<file path="src/rtl/thr_pkg.sv">
`default_nettype none
package thr_pkg;

	// clock and timing figures
	localparam int CLK_PERIOD_PS = 4000;
	localparam int SPIKE_NS = 50;
	// a spike of the full width must never reach the stable count, hence one extra sample
	localparam int SPIKE_CYCLES = (SPIKE_NS * 1000 + CLK_PERIOD_PS - 1) / CLK_PERIOD_PS + 1;
	localparam int CONV_MS_12 = 750;
	localparam int CONV_CYCLES_12 = int'((longint'(CONV_MS_12) * 64'd1000000000) / CLK_PERIOD_PS);
	localparam int NVW_MAX_MS = 10;
	localparam int NVW_TYP_MS = 4;
	localparam int NVW_CYCLES = int'((longint'(NVW_MAX_MS) * 64'd1000000000) / CLK_PERIOD_PS);

	// register reset and factory values
	localparam logic [15:0] TEMP_POR = 16'hC400;
	localparam logic [15:0] UPPER_FACTORY = 16'h0F00;
	localparam logic [15:0] LOWER_FACTORY = 16'h0A00;
	localparam logic [5:0] CFG_VOL_POR = 6'h23;
	localparam logic [1:0] CFG_NV_FACTORY = 2'h0;
	localparam logic [15:0] RES_MASK_12 = 16'hFFF0;

	// configuration byte layout
	localparam int CFG_DONE = 7;
	localparam int CFG_HIGH_FLAG = 6;
	localparam int CFG_LOW_FLAG = 5;
	localparam int CFG_NV_BUSY = 4;
	localparam int CFG_RES_HI = 3;
	localparam int CFG_RES_LO = 2;
	localparam int CFG_POL = 1;
	localparam int CFG_ONESHOT = 0;

	// serial bus address and commands
	localparam logic [3:0] BUS_ADDR_FIXED = 4'h9;
	localparam logic [7:0] CMD_START = 8'h01;
	localparam logic [7:0] CMD_STOP = 8'h02;
	localparam logic [7:0] CMD_TEMP = 8'h10;
	localparam logic [7:0] CMD_UPPER = 8'h11;
	localparam logic [7:0] CMD_LOWER = 8'h12;
	localparam logic [7:0] CMD_CFG = 8'h13;
	localparam logic [7:0] RD_FILL = 8'hFF;

	// nonvolatile word addresses
	localparam logic [1:0] MEM_UPPER = 2'h0;
	localparam logic [1:0] MEM_LOWER = 2'h1;
	localparam logic [1:0] MEM_CFG = 2'h2;

	typedef enum logic [2:0] {
		ST_IDLE  = 3'h0,
		ST_ADDR  = 3'h1,
		ST_CMD   = 3'h3,
		ST_WDATA = 3'h2,
		ST_RDATA = 3'h6
	} thr_bus_e;

	typedef enum logic [1:0] {
		PTR_TEMP  = 2'h0,
		PTR_UPPER = 2'h1,
		PTR_LOWER = 2'h2,
		PTR_CFG   = 2'h3
	} thr_ptr_e;

endpackage : thr_pkg
`default_nettype wire

</file>
<file path="src/rtl/thr_nv_if.sv">
`timescale 1ns/1ps
`default_nettype none
interface thr_nv_if;
	logic        we;
	logic [1:0]  waddr;
	logic [15:0] wdata;
	logic [15:0] upper;
	logic [15:0] lower;
	logic [1:0]  cfgNv;

	modport core (output we, output waddr, output wdata, input upper, input lower, input cfgNv);
	modport mem (input we, input waddr, input wdata, output upper, output lower, output cfgNv);
endinterface : thr_nv_if
`default_nettype wire

</file>
<file path="src/rtl/thr_spike_filter.sv">
`timescale 1ns/1ps
`default_nettype none
module thr_spike_filter #(
	parameter int STABLE = thr_pkg::SPIKE_CYCLES
) (
	input  wire logic clk,
	input  wire logic rst,
	input  wire logic pinIn,
	output logic      level
);
	import thr_pkg::*;

	localparam int CW = $clog2(STABLE + 1);

	generate
		if (STABLE < 1)
		begin : g_chk
			$error("thr_spike_filter: STABLE must be at least 1");
		end
	endgenerate

	typedef struct packed {
		logic          s0;
		logic          s1;
		logic          lvl;
		logic [CW-1:0] cnt;
	} thr_filt_s;

	thr_filt_s q, n;

	// a new level is taken only after it has held for STABLE samples
	always_comb
	begin
		n = q;
		n.s0 = pinIn;
		n.s1 = q.s0;
		if (q.s1 == q.lvl)
			n.cnt = '0;
		else if (q.cnt == CW'(STABLE - 1))
		begin
			n.lvl = q.s1;
			n.cnt = '0;
		end
		else
			n.cnt = q.cnt + CW'(1);
	end

	// idle bus lines rest high
	always_ff @(posedge clk or posedge rst)
	begin
		if (rst)
		begin
			q     <= '0;
			q.s0  <= 1'b1;
			q.s1  <= 1'b1;
			q.lvl <= 1'b1;
		end
		else
			q <= n;
	end

	assign level = q.lvl;
endmodule : thr_spike_filter
`default_nettype wire

</file>
<file path="src/rtl/thr_nv_mem.sv">
`timescale 1ns/1ps
`default_nettype none
module thr_nv_mem (
	input  wire logic clk,
	input  wire logic rst,
	thr_nv_if.mem     nv
);
	import thr_pkg::*;

	typedef struct packed {
		logic [15:0] upper;
		logic [15:0] lower;
		logic [1:0]  cfg;
	} thr_mem_s;

	thr_mem_s q, n;

	// one word written per commit pulse
	always_comb
	begin
		n = q;
		if (nv.we)
		begin
			case (nv.waddr)
				MEM_UPPER: n.upper = nv.wdata;
				MEM_LOWER: n.lower = nv.wdata;
				MEM_CFG:   n.cfg = nv.wdata[1:0];
				default:   n = q;
			endcase
		end
	end

	// reset models the shipped contents; real storage would keep its words
	always_ff @(posedge clk or posedge rst)
	begin
		if (rst)
		begin
			q.upper <= UPPER_FACTORY;
			q.lower <= LOWER_FACTORY;
			q.cfg   <= CFG_NV_FACTORY;
		end
		else
			q <= n;
	end

	assign nv.upper = q.upper;
	assign nv.lower = q.lower;
	assign nv.cfgNv = q.cfg;
endmodule : thr_nv_mem
`default_nettype wire

</file>
<file path="src/rtl/thr_thermo_core.sv">
// Overview of operation
// last measured temperature held as two's complement word; host reads, cannot write
// temperature word reads C400 after power-up until a conversion completes
// upper trip point: 16-bit nonvolatile read/write, shipped as 0F00
// lower trip point: 16-bit nonvolatile read/write, shipped as 0A00
// configuration: six upper bits volatile, polarity and single-conversion bits nonvolatile
// configuration upper bits power up 100011; low two come from storage
// nonvolatile write completes within 10 ms; host waits before relying on it
// data line only pulled low for acknowledge or read data, else released
// host makes the serial clock; the device only listens to it
// thermostat output driven both high and low
// bus inputs ignore glitches up to 50 ns wide
// resolution 9 to 12 bits by two configuration bits, 12 after power-up
// lowest four temperature bits and bits below resolution read zero
// thermostat active at or above upper trip, until below lower trip
// conversion lasts 93.75, 187.5, 375 or 750 ms by resolution
// writes to read-only temperature or configuration bits change nothing
`timescale 1ns/1ps
`default_nettype none
module thr_thermo_core #(
	parameter int CONV_CYCLES = thr_pkg::CONV_CYCLES_12,
	parameter int NVW_CYCLES  = thr_pkg::NVW_CYCLES
) (
	input  wire logic        clk,
	input  wire logic        rst,
	input  wire logic        sclIn,
	input  wire logic        sdaIn,
	output logic             sdaOut,
	output logic             sdaOe,
	output logic             thermostatOutput,
	input  wire logic        addressSelect0,
	input  wire logic        addressSelect1,
	input  wire logic        addressSelect2,
	input  wire logic [11:0] sensorCode
);
	import thr_pkg::*;

	localparam int CW = $clog2(CONV_CYCLES + 1);
	localparam int NW = $clog2(NVW_CYCLES + 1);

	generate
		if (CONV_CYCLES < 8 || NVW_CYCLES < 2)
		begin : g_chk
			$error("thr_thermo_core: CONV_CYCLES must be >= 8 and NVW_CYCLES >= 2");
		end
	endgenerate

	typedef struct packed {
		logic [2:0]    adrS0;
		logic [2:0]    adrS1;
		logic          sclD;
		logic          sdaD;
		thr_bus_e      st;
		logic          ackPh;
		logic [3:0]    bitCnt;
		logic [7:0]    rx;
		logic [7:0]    tx;
		logic          hostAck;
		logic [1:0]    byteIdx;
		thr_ptr_e      ptr;
		logic [7:0]    wrMsb;
		logic          sdaOe;
		logic          sdaOut;
		logic          thermostat_output;
		logic [15:0]   temp;
		logic          done;
		logic          hiFlag;
		logic          loFlag;
		logic [1:0]    res;
		logic          convRun;
		logic [CW-1:0] convCnt;
		logic          thermActive;
		logic [NW-1:0] nvCnt;
		logic [1:0]    nvAddr;
		logic [15:0]   nvData;
	} thr_core_s;

	thr_core_s   q, n;
	thr_nv_if    nv ();
	logic        sclF;
	logic        sdaF;
	logic        sclRise;
	logic        sclFall;
	logic        busStart;
	logic        busStop;
	logic        nvBusy;
	logic [15:0] mask;
	logic [7:0]  cfgByte;

	// bits below the selected resolution, and the four lowest always, read as zero
	function automatic logic [15:0] resMask(input logic [1:0] r);
		resMask = RES_MASK_12 << (2'd3 - r);
	endfunction : resMask

	// conversion length halves per bit of resolution given up
	function automatic logic [CW-1:0] convLen(input logic [1:0] r);
		convLen = CW'(CONV_CYCLES >> (2'd3 - r));
	endfunction : convLen

	// read byte for pointer and byte index; bytes past the register read as fill
	function automatic logic [7:0] rdByte(
		input thr_ptr_e    p,
		input logic [1:0]  i,
		input logic [15:0] t,
		input logic [15:0] hi,
		input logic [15:0] lo,
		input logic [7:0]  c
	);
		logic [15:0] w;
		w = (p == PTR_TEMP) ? t : ((p == PTR_UPPER) ? hi : lo);
		if (p == PTR_CFG)
			rdByte = (i == 2'd0) ? c : RD_FILL;
		else if (i == 2'd0)
			rdByte = w[15:8];
		else if (i == 2'd1)
			rdByte = w[7:0];
		else
			rdByte = RD_FILL;
	endfunction : rdByte

	// both lines see the same filter delay, so their order is kept
	thr_spike_filter #(.STABLE(SPIKE_CYCLES)) u_sclFilt (
		.clk   (clk),
		.rst   (rst),
		.pinIn (sclIn),
		.level (sclF)
	);
	thr_spike_filter #(.STABLE(SPIKE_CYCLES)) u_sdaFilt (
		.clk   (clk),
		.rst   (rst),
		.pinIn (sdaIn),
		.level (sdaF)
	);

	thr_nv_mem u_nvMem (
		.clk (clk),
		.rst (rst),
		.nv  (nv.mem)
	);

	// bus events from the filtered lines; the clock line is input only
	assign sclRise  = sclF & ~q.sclD;
	assign sclFall  = ~sclF & q.sclD;
	assign busStart = sclF & q.sclD & q.sdaD & ~sdaF;
	assign busStop  = sclF & q.sclD & ~q.sdaD & sdaF;
	assign nvBusy   = (q.nvCnt != '0);
	assign mask     = resMask(q.res);
	assign cfgByte  = {q.done, q.hiFlag, q.loFlag, nvBusy, q.res, nv.cfgNv};

	// commit into storage at the end of the write time
	assign nv.we    = (q.nvCnt == NW'(1));
	assign nv.waddr = q.nvAddr;
	assign nv.wdata = q.nvData;

	always_comb
	begin
		logic        cmdStart;
		logic [15:0] newT;
		cmdStart = 1'b0;
		newT = {sensorCode, 4'h0} & mask;
		n = q;
		n.adrS0 = {addressSelect2, addressSelect1, addressSelect0};
		n.adrS1 = q.adrS0;
		n.sclD = sclF;
		n.sdaD = sdaF;
		n.sdaOut = 1'b0;
		if (nvBusy)
			n.nvCnt = q.nvCnt - NW'(1);

		// serial bus slave
		if (busStart)
		begin
			n.st = ST_ADDR;
			n.bitCnt = 4'h0;
			n.ackPh = 1'b0;
			n.sdaOe = 1'b0;
		end
		else if (busStop)
		begin
			n.st = ST_IDLE;
			n.ackPh = 1'b0;
			n.sdaOe = 1'b0;
		end
		else if (sclRise && q.st != ST_IDLE)
		begin
			if (q.ackPh)
				n.hostAck = ~sdaF;
			else if (q.bitCnt < 4'h8)
			begin
				n.rx = {q.rx[6:0], sdaF};
				n.bitCnt = q.bitCnt + 4'h1;
			end
		end
		else if (sclFall && q.st != ST_IDLE)
		begin
			if (q.ackPh)
			begin
				// our own ack on the address sets hostAck, so the first read byte loads here
				n.ackPh = 1'b0;
				n.bitCnt = 4'h0;
				n.sdaOe = 1'b0;
				if (q.st == ST_RDATA)
				begin
					if (q.hostAck)
					begin
						n.byteIdx = q.byteIdx + 2'd1;
						n.tx = rdByte(q.ptr, n.byteIdx, q.temp & mask, nv.upper & mask,
							nv.lower & mask, cfgByte);
						n.sdaOe = ~n.tx[7];
					end
					else
						n.st = ST_IDLE;
				end
			end
			else if (q.bitCnt == 4'h8)
			begin
				n.sdaOe = 1'b0;
				n.ackPh = 1'b1;
				case (q.st)
					ST_ADDR:
					begin
						if (q.rx[7:1] == {BUS_ADDR_FIXED, q.adrS1})
						begin
							n.sdaOe = 1'b1;
							n.byteIdx = 2'd3;
							n.st = q.rx[0] ? ST_RDATA : ST_CMD;
						end
						else
						begin
							n.ackPh = 1'b0;
							n.st = ST_IDLE;
						end
					end
					ST_CMD:
					begin
						n.sdaOe = 1'b1;
						n.byteIdx = 2'd0;
						n.st = ST_WDATA;
						case (q.rx)
							CMD_START:
							begin
								cmdStart = 1'b1;
								n.convRun = 1'b1;
								n.done = 1'b0;
								n.convCnt = convLen(q.res);
							end
							CMD_STOP:  n.convRun = 1'b0;
							CMD_TEMP:  n.ptr = PTR_TEMP;
							CMD_UPPER: n.ptr = PTR_UPPER;
							CMD_LOWER: n.ptr = PTR_LOWER;
							CMD_CFG:   n.ptr = PTR_CFG;
							default:
							begin
								// unknown command is not acknowledged
								n.sdaOe = 1'b0;
								n.ackPh = 1'b0;
								n.st = ST_IDLE;
							end
						endcase
					end
					ST_WDATA:
					begin
						n.sdaOe = 1'b1;
						if (q.byteIdx != 2'd3)
							n.byteIdx = q.byteIdx + 2'd1;
						case (q.ptr)
							PTR_CFG:
							begin
								if (q.byteIdx == 2'd0)
								begin
									n.res = q.rx[CFG_RES_HI:CFG_RES_LO];
									// flags only clear by writing zero; done and busy are read-only
									n.hiFlag = q.hiFlag & q.rx[CFG_HIGH_FLAG];
									n.loFlag = q.loFlag & q.rx[CFG_LOW_FLAG];
									if (!nvBusy)
									begin
										n.nvCnt = NW'(NVW_CYCLES);
										n.nvAddr = MEM_CFG;
										n.nvData = {14'h0000, q.rx[CFG_POL:CFG_ONESHOT]};
									end
								end
							end
							PTR_UPPER, PTR_LOWER:
							begin
								if (q.byteIdx == 2'd0)
									n.wrMsb = q.rx;
								else if (q.byteIdx == 2'd1 && !nvBusy)
								begin
									// a write during a running commit is dropped
									n.nvCnt = NW'(NVW_CYCLES);
									n.nvAddr = (q.ptr == PTR_UPPER) ? MEM_UPPER : MEM_LOWER;
									n.nvData = {q.wrMsb, q.rx};
								end
							end
							default: n.wrMsb = q.wrMsb;
						endcase
					end
					default: n.ackPh = 1'b1;
				endcase
			end
			else if (q.st == ST_RDATA)
				n.sdaOe = ~q.tx[3'(4'h7 - q.bitCnt)];
		end

		// conversion timer; flags set after host clears, so a set wins
		if (q.convRun && !cmdStart)
		begin
			if (q.convCnt > CW'(1))
				n.convCnt = q.convCnt - CW'(1);
			else
			begin
				n.temp = newT;
				n.done = 1'b1;
				if ($signed(newT) >= $signed(nv.upper & mask))
					n.thermActive = 1'b1;
				else if ($signed(newT) < $signed(nv.lower & mask))
					n.thermActive = 1'b0;
				if ($signed(newT) > $signed(nv.upper & mask))
					n.hiFlag = 1'b1;
				if ($signed(newT) < $signed(nv.lower & mask))
					n.loFlag = 1'b1;
				if (nv.cfgNv[CFG_ONESHOT])
					n.convRun = 1'b0;
				n.convCnt = convLen(q.res);
			end
		end

		// push-pull thermostat level, active state per polarity bit
		n.thermostat_output = nv.cfgNv[CFG_POL] ? n.thermActive : ~n.thermActive;
	end

	always_ff @(posedge clk or posedge rst)
	begin
		if (rst)
		begin
			q        <= '0;
			q.adrS0  <= 3'h0;
			q.sclD   <= 1'b1;
			q.sdaD   <= 1'b1;
			q.st     <= ST_IDLE;
			q.ptr    <= PTR_TEMP;
			q.temp   <= TEMP_POR;
			q.done   <= CFG_VOL_POR[5];
			q.hiFlag <= CFG_VOL_POR[4];
			q.loFlag <= CFG_VOL_POR[3];
			q.res    <= CFG_VOL_POR[1:0];
		end
		else
			q <= n;
	end

	assign sdaOut           = q.sdaOut;
	assign sdaOe            = q.sdaOe;
	assign thermostatOutput = q.thermostat_output;
endmodule : thr_thermo_core
`default_nettype wire

</file>
<file path="config.mk">
export PLATFORM = sky130hd
export DESIGN_NAME = thr_thermo_core
export DESIGN_NICKNAME = d
export VERILOG_FILES = /design/src/rtl/thr_pkg.sv /design/src/rtl/thr_nv_if.sv /design/src/rtl/thr_spike_filter.sv /design/src/rtl/thr_nv_mem.sv /design/src/rtl/thr_thermo_core.sv
export SDC_FILE = /design/constraint.sdc
export NUM_CORES = 1
export LEC_CHECK = 0
export ABC_CLOCK_PERIOD_IN_PS = 8400
export BUFFER_PORTS_ARGS = -buffer_cell sky130_fd_sc_hd__buf_2
export CELL_PAD_IN_SITES_DETAIL_PLACEMENT = 1
export CELL_PAD_IN_SITES_GLOBAL_PLACEMENT = 1
export CORE_MARGIN = 5
export CORE_UTILIZATION = 25
export DETAILED_ROUTE_END_ITERATION = 16
export PLACE_DENSITY = 0.52
export SKIP_CTS_REPAIR_TIMING = 1
export SLEW_MARGIN = 20
export SYNTH_ARGS = -nofsm -noshare
export SYNTH_HDL_FRONTEND = slang
export SYNTH_SLANG_ARGS = --single-unit
</file>
<file path="constraint.sdc">
create_clock -name clk -period 8.4 [get_ports clk]
set_clock_uncertainty 0.1 [all_clocks]
set_input_delay 1.68 -clock clk [delete_from_list [all_inputs] [get_ports clk]]
set_output_delay 1.68 -clock clk [all_outputs]
set_load 0.005 [all_outputs]
</file>
* After elaboration in Yosys (flattened, before gate mapping)
Cells that the tools add are included.
W data, S select, Z words.
** Storage, ports and cells
- Flip-flop bits (word level) :: 186
- Bits of input ports :: 19
- Output and inout port bits :: 3
** Operators by class
- $add $sub $neg :: 8
- Order comparisons :: 6
- Equal/unequal tests :: 43
- Shift-type cells :: 2
- Muxes and demuxes :: 118
- Bitwise gates (word level) :: 27
- Reduce and logical (&&, ||, !) cells :: 47
** Operator list (number)
- $mux W40 :: 11
- $mux W34 :: 6
- $mux W8 :: 22
- $pmux W40 S2 :: 1
- $and A16 B16 Y16 :: 4
- $mux W28 :: 2
- $mux W4 :: 13
- $mux W12 :: 3
- $mux W33 :: 1
- $eq A8 B5 Y1 const B :: 4
- $mux W16 :: 2
- $mux W1 :: 31
- $mux W30 :: 1
- $mux W29 :: 1
- $gt A28 B1 Y1 const B :: 1
- $shr A28 B2 Y28 const A :: 1
- $sub A28 B1 Y28 const B :: 1
- $mux W13 :: 2
- $eq A22 B1 Y1 const B :: 1
- $mux W22 :: 1
- $reduce_bool A22 Y1 :: 1
- $sub A22 B1 Y22 const B :: 1
- $mux W3 :: 7
- $reduce_and A9 Y1 :: 2
- 54 further kinds :: 131

* Longest topological paths before layout
Gate-level depths: netlist of the first run.
- Word-level depth :: 23
- Gate-level depth with buffers :: 11
- Depth with buffers taken out :: 10

* Cells and area by module
Synthesis of the first run repeated with hierarchy kept, for this count alone.
** Second synthesis, totals
- Cells, all modules :: 1009
- Area total of the unflattened synthesis :: 9883.2 sq um
** By module, submodules not included
- thr_thermo_core :: times used 1, cells each 890, area each 8022.7 sq um
- thr_nv_mem :: times used 1, cells each 74, area each 1301.2 sq um
- thr_spike_filter (u_sclFilt) :: times used 1, cells each 22, area each 286.5 sq um
- thr_spike_filter (u_sdaFilt) :: times used 1, cells each 23, area each 272.8 sq um

* Least setup slack after synthesis of the first run
OpenSTA, ideal clock, no wires.
- Path type :: input to register
- Start :: input sensorCode[0]
- End :: register q, in the netlist thermostatOutput
- Library setup time :: 80 ps
- Arrival time :: 3039 ps
- Setup slack :: 5181 ps
- Stages on the path :: 8
- Buffers on the path :: 0
- Path through :: and2_1 ha_1 o2111ai_1 a311o_1 o211ai_1 o2111ai_1 nand3b_1 xnor2_1
** RTL lines
- start, declared :: RTL line thr_thermo_core.sv:34 : input wire logic [11:0] sensorCode
- end signal, assigned :: RTL line thr_thermo_core.sv:349 : q <= n;
- end, declared :: RTL line thr_thermo_core.sv:78 : thr_core_s q, n;

* Final worst setup path of the first run
- Start :: register q[124] in the netlist's numbering
- End :: register q[55] in the netlist's numbering
** On the way
- Cells in the longest elaborated chain, start to end :: 11
- Elaborated cells on any way between the ends :: 19
- Classes of those cells :: 5 x eq/ne; 7 x mux; 7 x reduce/logical
** RTL lines
- $eq A4 B4 Y1 * :: RTL line thr_thermo_core.sv:215 : else if (q.bitCnt == 4'h8)
- $mux W1 :: RTL line thr_thermo_core.sv:215
- $mux W1 :: RTL line thr_thermo_core.sv:196 : if (q.ackPh)
- $mux W1 :: RTL line thr_thermo_core.sv:194 : else if (sclFall && q.st != ST_IDLE)
- $mux W1 :: RTL line thr_thermo_core.sv:184 : else if (sclRise && q.st != ST_IDLE)
- $mux W1 :: RTL line thr_thermo_core.sv:178 : else if (busStop)
- $mux W1 :: RTL line thr_thermo_core.sv:171 : if (busStart)
- $logic_not A1 Y1 :: RTL line thr_thermo_core.sv:306 : if (q.convRun && !cmdStart)
- $logic_and A1 B1 Y1 :: RTL line thr_thermo_core.sv:306
- $ne A2 B1 Y1 (no line) / $reduce_bool A2 Y1 (equally long branches)
- $reduce_and A8 Y1 (no line)
Mark *: on every way between the ends. The rest lies on a longest branch, timed or not.
A chain may end at the register's enable or synchronous reset.

==> impl_metrics.toml, run 1 <==
[outcome]
outcome = "finished clean"

[sta]
rsz0062_at_grt = "no"
post-route-min-period_ps = 3610
finalSetupViolations = 0
finalMaxSlewViolations = 0
worst_pin_slew_ps = 950
slew_headroom_pct = 36.7
finalHoldViolations = 0
max_clock_freq_ghz = 0.277
tns_ps = 0
period_share_pct = 42.9
hold_slack_ps = 254

[global_routing]
grt_max_degree = 97
grt_antenna_before_repair = 0
grt_use_total_pct = 13.4
overflow = 0
first_global_vias = 7703
grt_pass1_wl_um = 44200

[setup_path]
criticalPathCategory = "reg2reg"
end_kind = "flop"
cp-startpoint = "q[124]"
cp.required_ps = 8620
arrival_ps = 3830
reg2reg_from = "q[124]"
crit_path_start_kind = "flop"
cp_max_fo = 18
r2r_setup_slack_ps = 4790

[drt]
wl_met3_um = 599
routed_via_density = 4.81
dr.first_iter.drc_count = 348
firstDrtPassIters = 4
wl_per_cell_um = 18.0
drt-met1-wl_um = 13800
top_layer = "met4"
remaining_drc_errors = 0
drt_wl_total_um = 27100
met2_length_um = 12400
route.vias.total = 7219
ant_nets = 0

[hold_path]
hold_class = "reg2reg"
hold_start = "n[134]"

[floorplanning]
die_area_um2 = 41600
fp.dieH_um = 204
initial_core_util_pct = 25.1
pin_count = 22
num_rows = 71
die_w_um = 204
core_um2 = 37400

[logic_synthesis]
avgSynthCellArea_um2 = 9.66
synth-edff-count = 0
syn_area_um2 = 9400
synth_seq_cells = 172
synth_cell_type_count = 70
syn_nets = 1042
ys.flop_type = "dfrtp_1"
synthArstFlopShare_pct = 100
yosysSeqAreaShare_pct = 46.0
yosys_warnings = 0
postSynthCellCount = 973

[layout]
final_common_cell = "dfrtp_1"
layout.nets = 1046
antennaDiodeCount = 0
final_cell_mix = "dfrtp_1 (152), nand2_1 (135), o21ai_0 (73)"
fin_util_pct = 28.4
syn_to_final_growth_pct = 13.0
drive_gt1_share_pct = 15.2
n_fill_cell = 4238

[clocking]
clkLatencyLatePin_ps = 440
cts_inserted_buffers = 17
cts_tree = "built"
htreeDepth = 4
root_buffer = "clkbuf_16"
clock_sinks = 172
clk_pin_slew_ps = 80
cts_buffer_depth = 2

[placed_design]
dp_hpwl_um = 19100
port_buffers = 20
place_congestion = 0.836

[power]
p_per_area_nw_per_um2 = 158
p_leak_uw = 0.00461
ir_worst_vdd_mv = 0.0800

[flow_run]
maxCapViolCount = 0
worst max-delay path, stage by stage, from the launching register on:
cell and delay [ps]:
dfrtp_1 460, nor4b_2 570, nand4_1 250, nor4_1 750
nand2_1 690, and3_1 400, a211o_1 260
synth_stat cells (12+ instances only):
master    instances  area, µm²
dfrtp_1         152       3800
o21a_1           12       90.1
clkbuf_1         35        131
xor2_1           25        219
ha_1             50        626
nand3_1          32        160
nand2_1         135        507
mux2_2           45        507
nand4_1          15       93.8
dfstp_2          20        526
a21oi_1          39        195
inv_1            44        165
o21ai_0          73        365
nor4_1           16        100
nor2_1           71        267
nor3_1           29        145
worst paths after layout:
path / cells after the start / end
worst max register to register: 6 / q[55]
worst min register to register: 0 / q[134]
worst max-delay path: 6 / q[55]
worst min-delay path: 0 / q[134]
max in group asynchronous: 3 / q[69]
min in group asynchronous: 2 / u_sclFilt.q[2]
report_power, final:
| part | total, µW | switching [µW] | internal [µW] |
|---|---|---|---|
| clock network | 800 | 377 | 423 |
| logic | 43.2 | 30.2 | 13.0 |
| registers | 837 | 3.27 | 834 |
| total | 1680 | 411 | 1270 |
cell families after synthesis:
family | Yosys count | synth area share [%]
flops | 172 | 46.0
xor+xnor | 33 | 3.07
fa+ha+maj | 50 | 6.65
other cells | 1 | 0.0399
mux | 60 | 7.79
buf+inv | 89 | 3.78
simple gates | 376 | 20.1
compound gates | 192 | 12.5
routing by layer:
layer	global-route usage, %	up-vias
met5	0	-
met4	3.28	0
met3	2.03	24
met2	21.5	76
met1	19.1	3654
li1	-	3465
sequential cells by signal (all words and copies together), names as in the netlist, 2 cells and up:
register,flops
cfgByte,5
n,3
nv.waddr,2
nv.wdata,14
q,106
u_nvMem.nv.cfgNv,2
u_nvMem.nv.lower,12
u_nvMem.nv.upper,12
u_sclFilt.q,5
u_sdaFilt.q,5
cell type report:
cell class / instances / area [µm²] / share of cell area (%)
clock buffer: 19 / 443 / 4.17
clock inverter: 13 / 130 / 1.23
sequential: 172 / 4330 / 40.8
tap: 511 / 639 / 6.02
timing repair buffer: 28 / 164 / 1.54
inverter: 46 / 180 / 1.70
multi-input combinational: 712 / 4740 / 44.6
stage by stage:
step	worst slack [ps]	total power [µW]	instances	area, µm²
finish	4790	1680	1501	10600
global route	4480	1750	1501	10600
CTS	4800	1710	1501	10600
detailed placement	4770	898	1469	10000
global placement	4820	897	1469	10000
floorplan	1990	880	973	9400
No activity file was read; power rests on OpenSTA's default activity.
==> run 2, diff against run 1 <==
--- a/config.mk
+++ b/config.mk
@@ -5,7 +5,7 @@
 export SDC_FILE = /design/constraint.sdc
 export NUM_CORES = 1
 export LEC_CHECK = 0
-export ABC_CLOCK_PERIOD_IN_PS = 8400
+export ABC_CLOCK_PERIOD_IN_PS = 3400
 export BUFFER_PORTS_ARGS = -buffer_cell sky130_fd_sc_hd__buf_2
 export CELL_PAD_IN_SITES_DETAIL_PLACEMENT = 1
 export CELL_PAD_IN_SITES_GLOBAL_PLACEMENT = 1
==> constraint.sdc (replaced) <==
create_clock -name clk -period 3.4 [get_ports clk]
set_clock_uncertainty 0.1 [all_clocks]
set_input_delay 0.68 -clock clk [delete_from_list [all_inputs] [get_ports clk]]
set_output_delay 0.68 -clock clk [all_outputs]
set_load 0.005 [all_outputs]
==> impl_metrics.toml, run 2 (same netlist as run 1, synthesis figures left out) <==
[clocking]
clkLatencyLatePin_ps = 450
htreeDepth = 4
cts_buffer_depth = 2
clk_pin_slew_ps = 70
clock_sinks = 172
cts_inserted_buffers = 17
cts_tree = "built"
root_buffer = "clkbuf_16"

[global_routing]
grt_max_degree = 84
grt_use_total_pct = 13.6
grt_antenna_before_repair = 0
grt_pass1_wl_um = 44700
overflow = 0
first_global_vias = 7703

[power]
p_sw_uw = 1020
p_int_uw = 3140
pwr-share-comb_pct = 2.7
switching_share_pct = 24.5
p_per_area_nw_per_um2 = 385
power_frac_seq_pct = 49.7
p_leak_uw = 0.00472
ir_worst_vdd_mv = 0.332
p_clk_share_pct = 47.6

[sta]
tns_ps = 0
max_clock_freq_ghz = 0.324
finalSetupViolations = 0
rsz0062_at_grt = "no"
period_share_pct = 90.8
slew_headroom_pct = 37.0
finalHoldViolations = 0
worst_pin_slew_ps = 945
post-route-min-period_ps = 3090
fin_ws_ps = 312
finalMaxSlewViolations = 0

[hold_path]
hold_class = "in2async"

[placed_design]
dp_hpwl_um = 19800
port_buffers = 20
place_congestion = 0.794
place_ws_ps = 338
dp.cells = 1493

[drt]
dr.first_iter.drc_count = 352
drt_wl_total_um = 27300
firstDrtPassIters = 4
route.vias.total = 7264
wl_per_cell_um = 17.9
ant_nets = 0
remaining_drc_errors = 0
routed_via_density = 4.76

[setup_path]
criticalPathCategory = "reg2reg"
crit_path_start_kind = "flop"
arrival_ps = 3310
end_kind = "flop"
cp_max_fo = 8
reg2reg_from = "q[62]"
cp-startpoint = "q[62]"
cp.required_ps = 3630

[floorplanning]
pin_count = 22
die_w_um = 204
num_rows = 71
initial_core_util_pct = 25.1
fp.dieH_um = 204
die_area_um2 = 41600
core_um2 = 37400

[layout]
instances_no_fill = 1525
largest_register_ffs = 106
final_common_cell = "dfrtp_1"
drive_gt1_share_pct = 17.0
syn_to_final_growth_pct = 15.0
layout.nets = 1070
n_fill_cell = 4242
final_cell_mix = "dfrtp_1 (152), nand2_1 (135), o21ai_0 (73)"
antennaDiodeCount = 0
largest-register = "q"

[outcome]
outcome = "finished clean"

[flow_run]
maxCapViolCount = 0
[run 2: changes by cell type in the layout (fill, tap and decap cells not counted), sizes merged]
cell,change
clkinvlp,+2
buf,+24
clkinv,-2
[run 2: power by group through the flow]
stage | clock (µW) | combinational (µW) | sequential (µW)
final | 1980 | 112 | 2070
after global routing | 2130 | 135 | 2070
after CTS | 2050 | 119 | 2070
after detailed placement | 0 | 118 | 2110
after global placement | 0 | 115 | 2110
after floorplan | 0 | 68.6 | 2110
[run 2: path summary, 6_finish.rpt]
| path | slack [ps] | endpoint | cells past startpoint |
|---|---|---|---|
| setup / recovery | 310 | q[54] | 7 |
| setup reg to reg | 310 | q[54] | 7 |
| hold / removal | 200 | u_sclFilt.q[1] | 2 |
| hold reg to reg | 260 | u_sclFilt.q[5] | 0 |
| min in group clk | 230 | u_sdaFilt.n[5] | 1 |
| max in group asynchronous | 2130 | u_nvMem.nv.upper[11] | 3 |
[run 2: layout make-up]
cell class,instances,area [µm²],area share (%)
repair buffers,52,365,3.38
well taps,511,639,5.91
multi-input cells,712,4730,43.7
flip-flops and latches,172,4330,40.0
clock buffers,19,443,4.10
clock inverters,13,129,1.19
inverters,46,176,1.63
[run 2: through the flow]
step	hold slack [ps]	total power (µW)	instance area, µm²	util (%)
after floorplan	231	2170	9410	-
after global placement	240	2220	10200	27.4
after detailed placement	249	2230	10200	27.4
after CTS	193	4230	10800	28.9
after global routing	193	4340	10800	28.9
final	201	4160	10800	28.9
[run 2: metal layers]
metal	vias to the layer above	part of all wire, %	global-route usage (%)
li1	3516	-	-
met1	3648	52	20.0
met2	82	44	20.8
met3	18	2.9	2.86
met4	0	0.97	2.82
met5	-	0	0
[run 2: critical path, stage by stage (launching register included)]
cell and delay [ps]:
dfrtp_1 380, or4_4 560, or4_1 580, nor4_2 400, buf_4 220, a22oi_1 210, o311a_1 200, or3_1 310
==> run 3, diff against run 2 <==
--- a/config.mk
+++ b/config.mk
@@ -12,7 +12,9 @@
 export CORE_MARGIN = 5
 export CORE_UTILIZATION = 25
 export DETAILED_ROUTE_END_ITERATION = 16
+export GPL_TIMING_DRIVEN = 0
 export PLACE_DENSITY = 0.52
+export RECOVER_POWER = 100
 export SKIP_CTS_REPAIR_TIMING = 1
 export SLEW_MARGIN = 20
 export SYNTH_ARGS = -nofsm -noshare
==> impl_metrics.toml, run 3 (same netlist as run 1, synthesis figures left out) <==
[clocking]
cts_buffer_depth = 2
clock_sinks = 172
clk_pin_slew_ps = 70
cts_inserted_buffers = 17
clkLatencyLatePin_ps = 450
cts_tree = "built"
root_buffer = "clkbuf_16"
htreeDepth = 4

[floorplanning]
core_um2 = 37400
die_w_um = 204
initial_core_util_pct = 25.1
pin_count = 22
num_rows = 71
fp.dieH_um = 204
die_area_um2 = 41600

[sta]
finalHoldViolations = 0
post-route-min-period_ps = 3250
finalMaxSlewViolations = 29
max_clock_freq_ghz = 0.308
finalSetupViolations = 0
worst_pin_slew_ps = 1640
slew_headroom_pct = -9.58
rsz0062_at_grt = "no"
period_share_pct = 95.6

[layout]
antennaDiodeCount = 0
syn_to_final_growth_pct = 14.6
largest_register_ffs = 106
layout.nets = 1088
final_cell_mix = "dfrtp_1 (152), nand2_1 (135), o21ai_0 (73)"
fin_util_pct = 28.8
drive_gt1_share_pct = 14.4
largest-register = "q"
fin_area_um2 = 10800
final_common_cell = "dfrtp_1"
instances_no_fill = 1543

[global_routing]
overflow = 0
first_global_vias = 7790
grt_use_total_pct = 14.1
grt_max_degree = 32
grt_pass1_wl_um = 45700
grt_antenna_before_repair = 0

[drt]
remaining_drc_errors = 0
drt_wl_total_um = 28400
routed_via_density = 4.81
dr.first_iter.drc_count = 314
firstDrtPassIters = 4
route.vias.total = 7420
wl_per_cell_um = 18.4
ant_nets = 0

[hold_path]
hold_class = "in2reg"
hold_depth = 1

[placed_design]
place_congestion = 0.795
dp_hpwl_um = 20800
dp.cells = 1511
port_buffers = 20
place_area_um2 = 10300

[power]
p_sw_uw = 1010
p_clk_share_pct = 47.3
pwr-share-comb_pct = 2.7
p_leak_uw = 0.00466
ir_worst_vdd_mv = 0.296
p_per_area_nw_per_um2 = 384
p_int_uw = 3130
power_frac_seq_pct = 50.0
switching_share_pct = 24.3
finalPower_uw = 4140

[flow_run]
maxCapViolCount = 1

[setup_path]
crit_path_start_kind = "flop"
cp.required_ps = 3620
arrival_ps = 3470
criticalPathCategory = "reg2reg"
end_kind = "flop"
r2r_cells = 8
cp_max_fo = 8

[outcome]
outcome = "finished, violations left"
violations = "capacitance limit, slew limit"
-- run 3: changes by cell type in the layout (fill, tap and decap cells not counted), moves of 3 or more --
cell / before / now
inv_6: 6 / 3
clkbuf_2: 0 / 5
clkbuf_1: 1 / 41
buf_4: 30 / 3
-- run 3: cell type report --
| type | count | area [µm²] |
|---|---|---|
| Clock inverter | 12 | 114 |
| Clock buffer | 20 | 447 |
| Sequential cell | 172 | 4330 |
| Inverter | 46 | 174 |
| Timing Repair Buffer | 27 | 146 |
| Buffer | 43 | 183 |
| Fill cell | 4300 | 26600 |
| Tap cell | 511 | 639 |
| Multi-Input combinational cell | 712 | 4750 |
-- run 3: through the flow --
step	setup WS, ps	TNS, ps	hold WS (ps)
6_report	151	0	232
5_1_grt	5.53	0	210
4_1_cts	-333	-3520	198
3_5_place_dp	-309	-3030	237
3_3_place_gp	-1040	-159680	236
2_1_floorplan	440	0	231
-- run 3: worst paths after layout --
kind / endpoint / start / slack, ps
hold / removal: u_sdaFilt.n[5] / sdaIn / 230
setup reg to reg: q[54] / q[62] / 150
min in group asynchronous: q[65] / rst / 700
setup / recovery: q[54] / q[62] / 150
max in group asynchronous: nv.wdata[15] / rst / 480
hold reg to reg: q[135] / n[135] / 250
-- run 3: layer usage --
metal  global-route usage [%]  vias up  share of wire, %
li1                         -     3552                 -
met1                     19.9     3759                50
met2                     22.1       84                46
met3                     2.78       25               2.6
met4                     3.49        0               1.3
met5                        0        -                 0
-- run 3: power by group through the flow --
stage | Combinational [µW] | Sequential (µW) | Clock (µW)
floorplan | 68.6 | 2110 | 0
global placement | 108 | 2110 | 0
detailed placement | 132 | 2110 | 0
CTS | 134 | 2070 | 2030
global route | 132 | 2070 | 2110
finish | 111 | 2070 | 1960
-- run 3: worst max-delay path, stage by stage (launching register included) --
cell	delay [ps]
dfrtp_1	390
or4_4	580
or4_1	460
buf_2	210
or4_4	470
clkbuf_2	250
nand3_2	240
nor3_2	70
or3_1	360
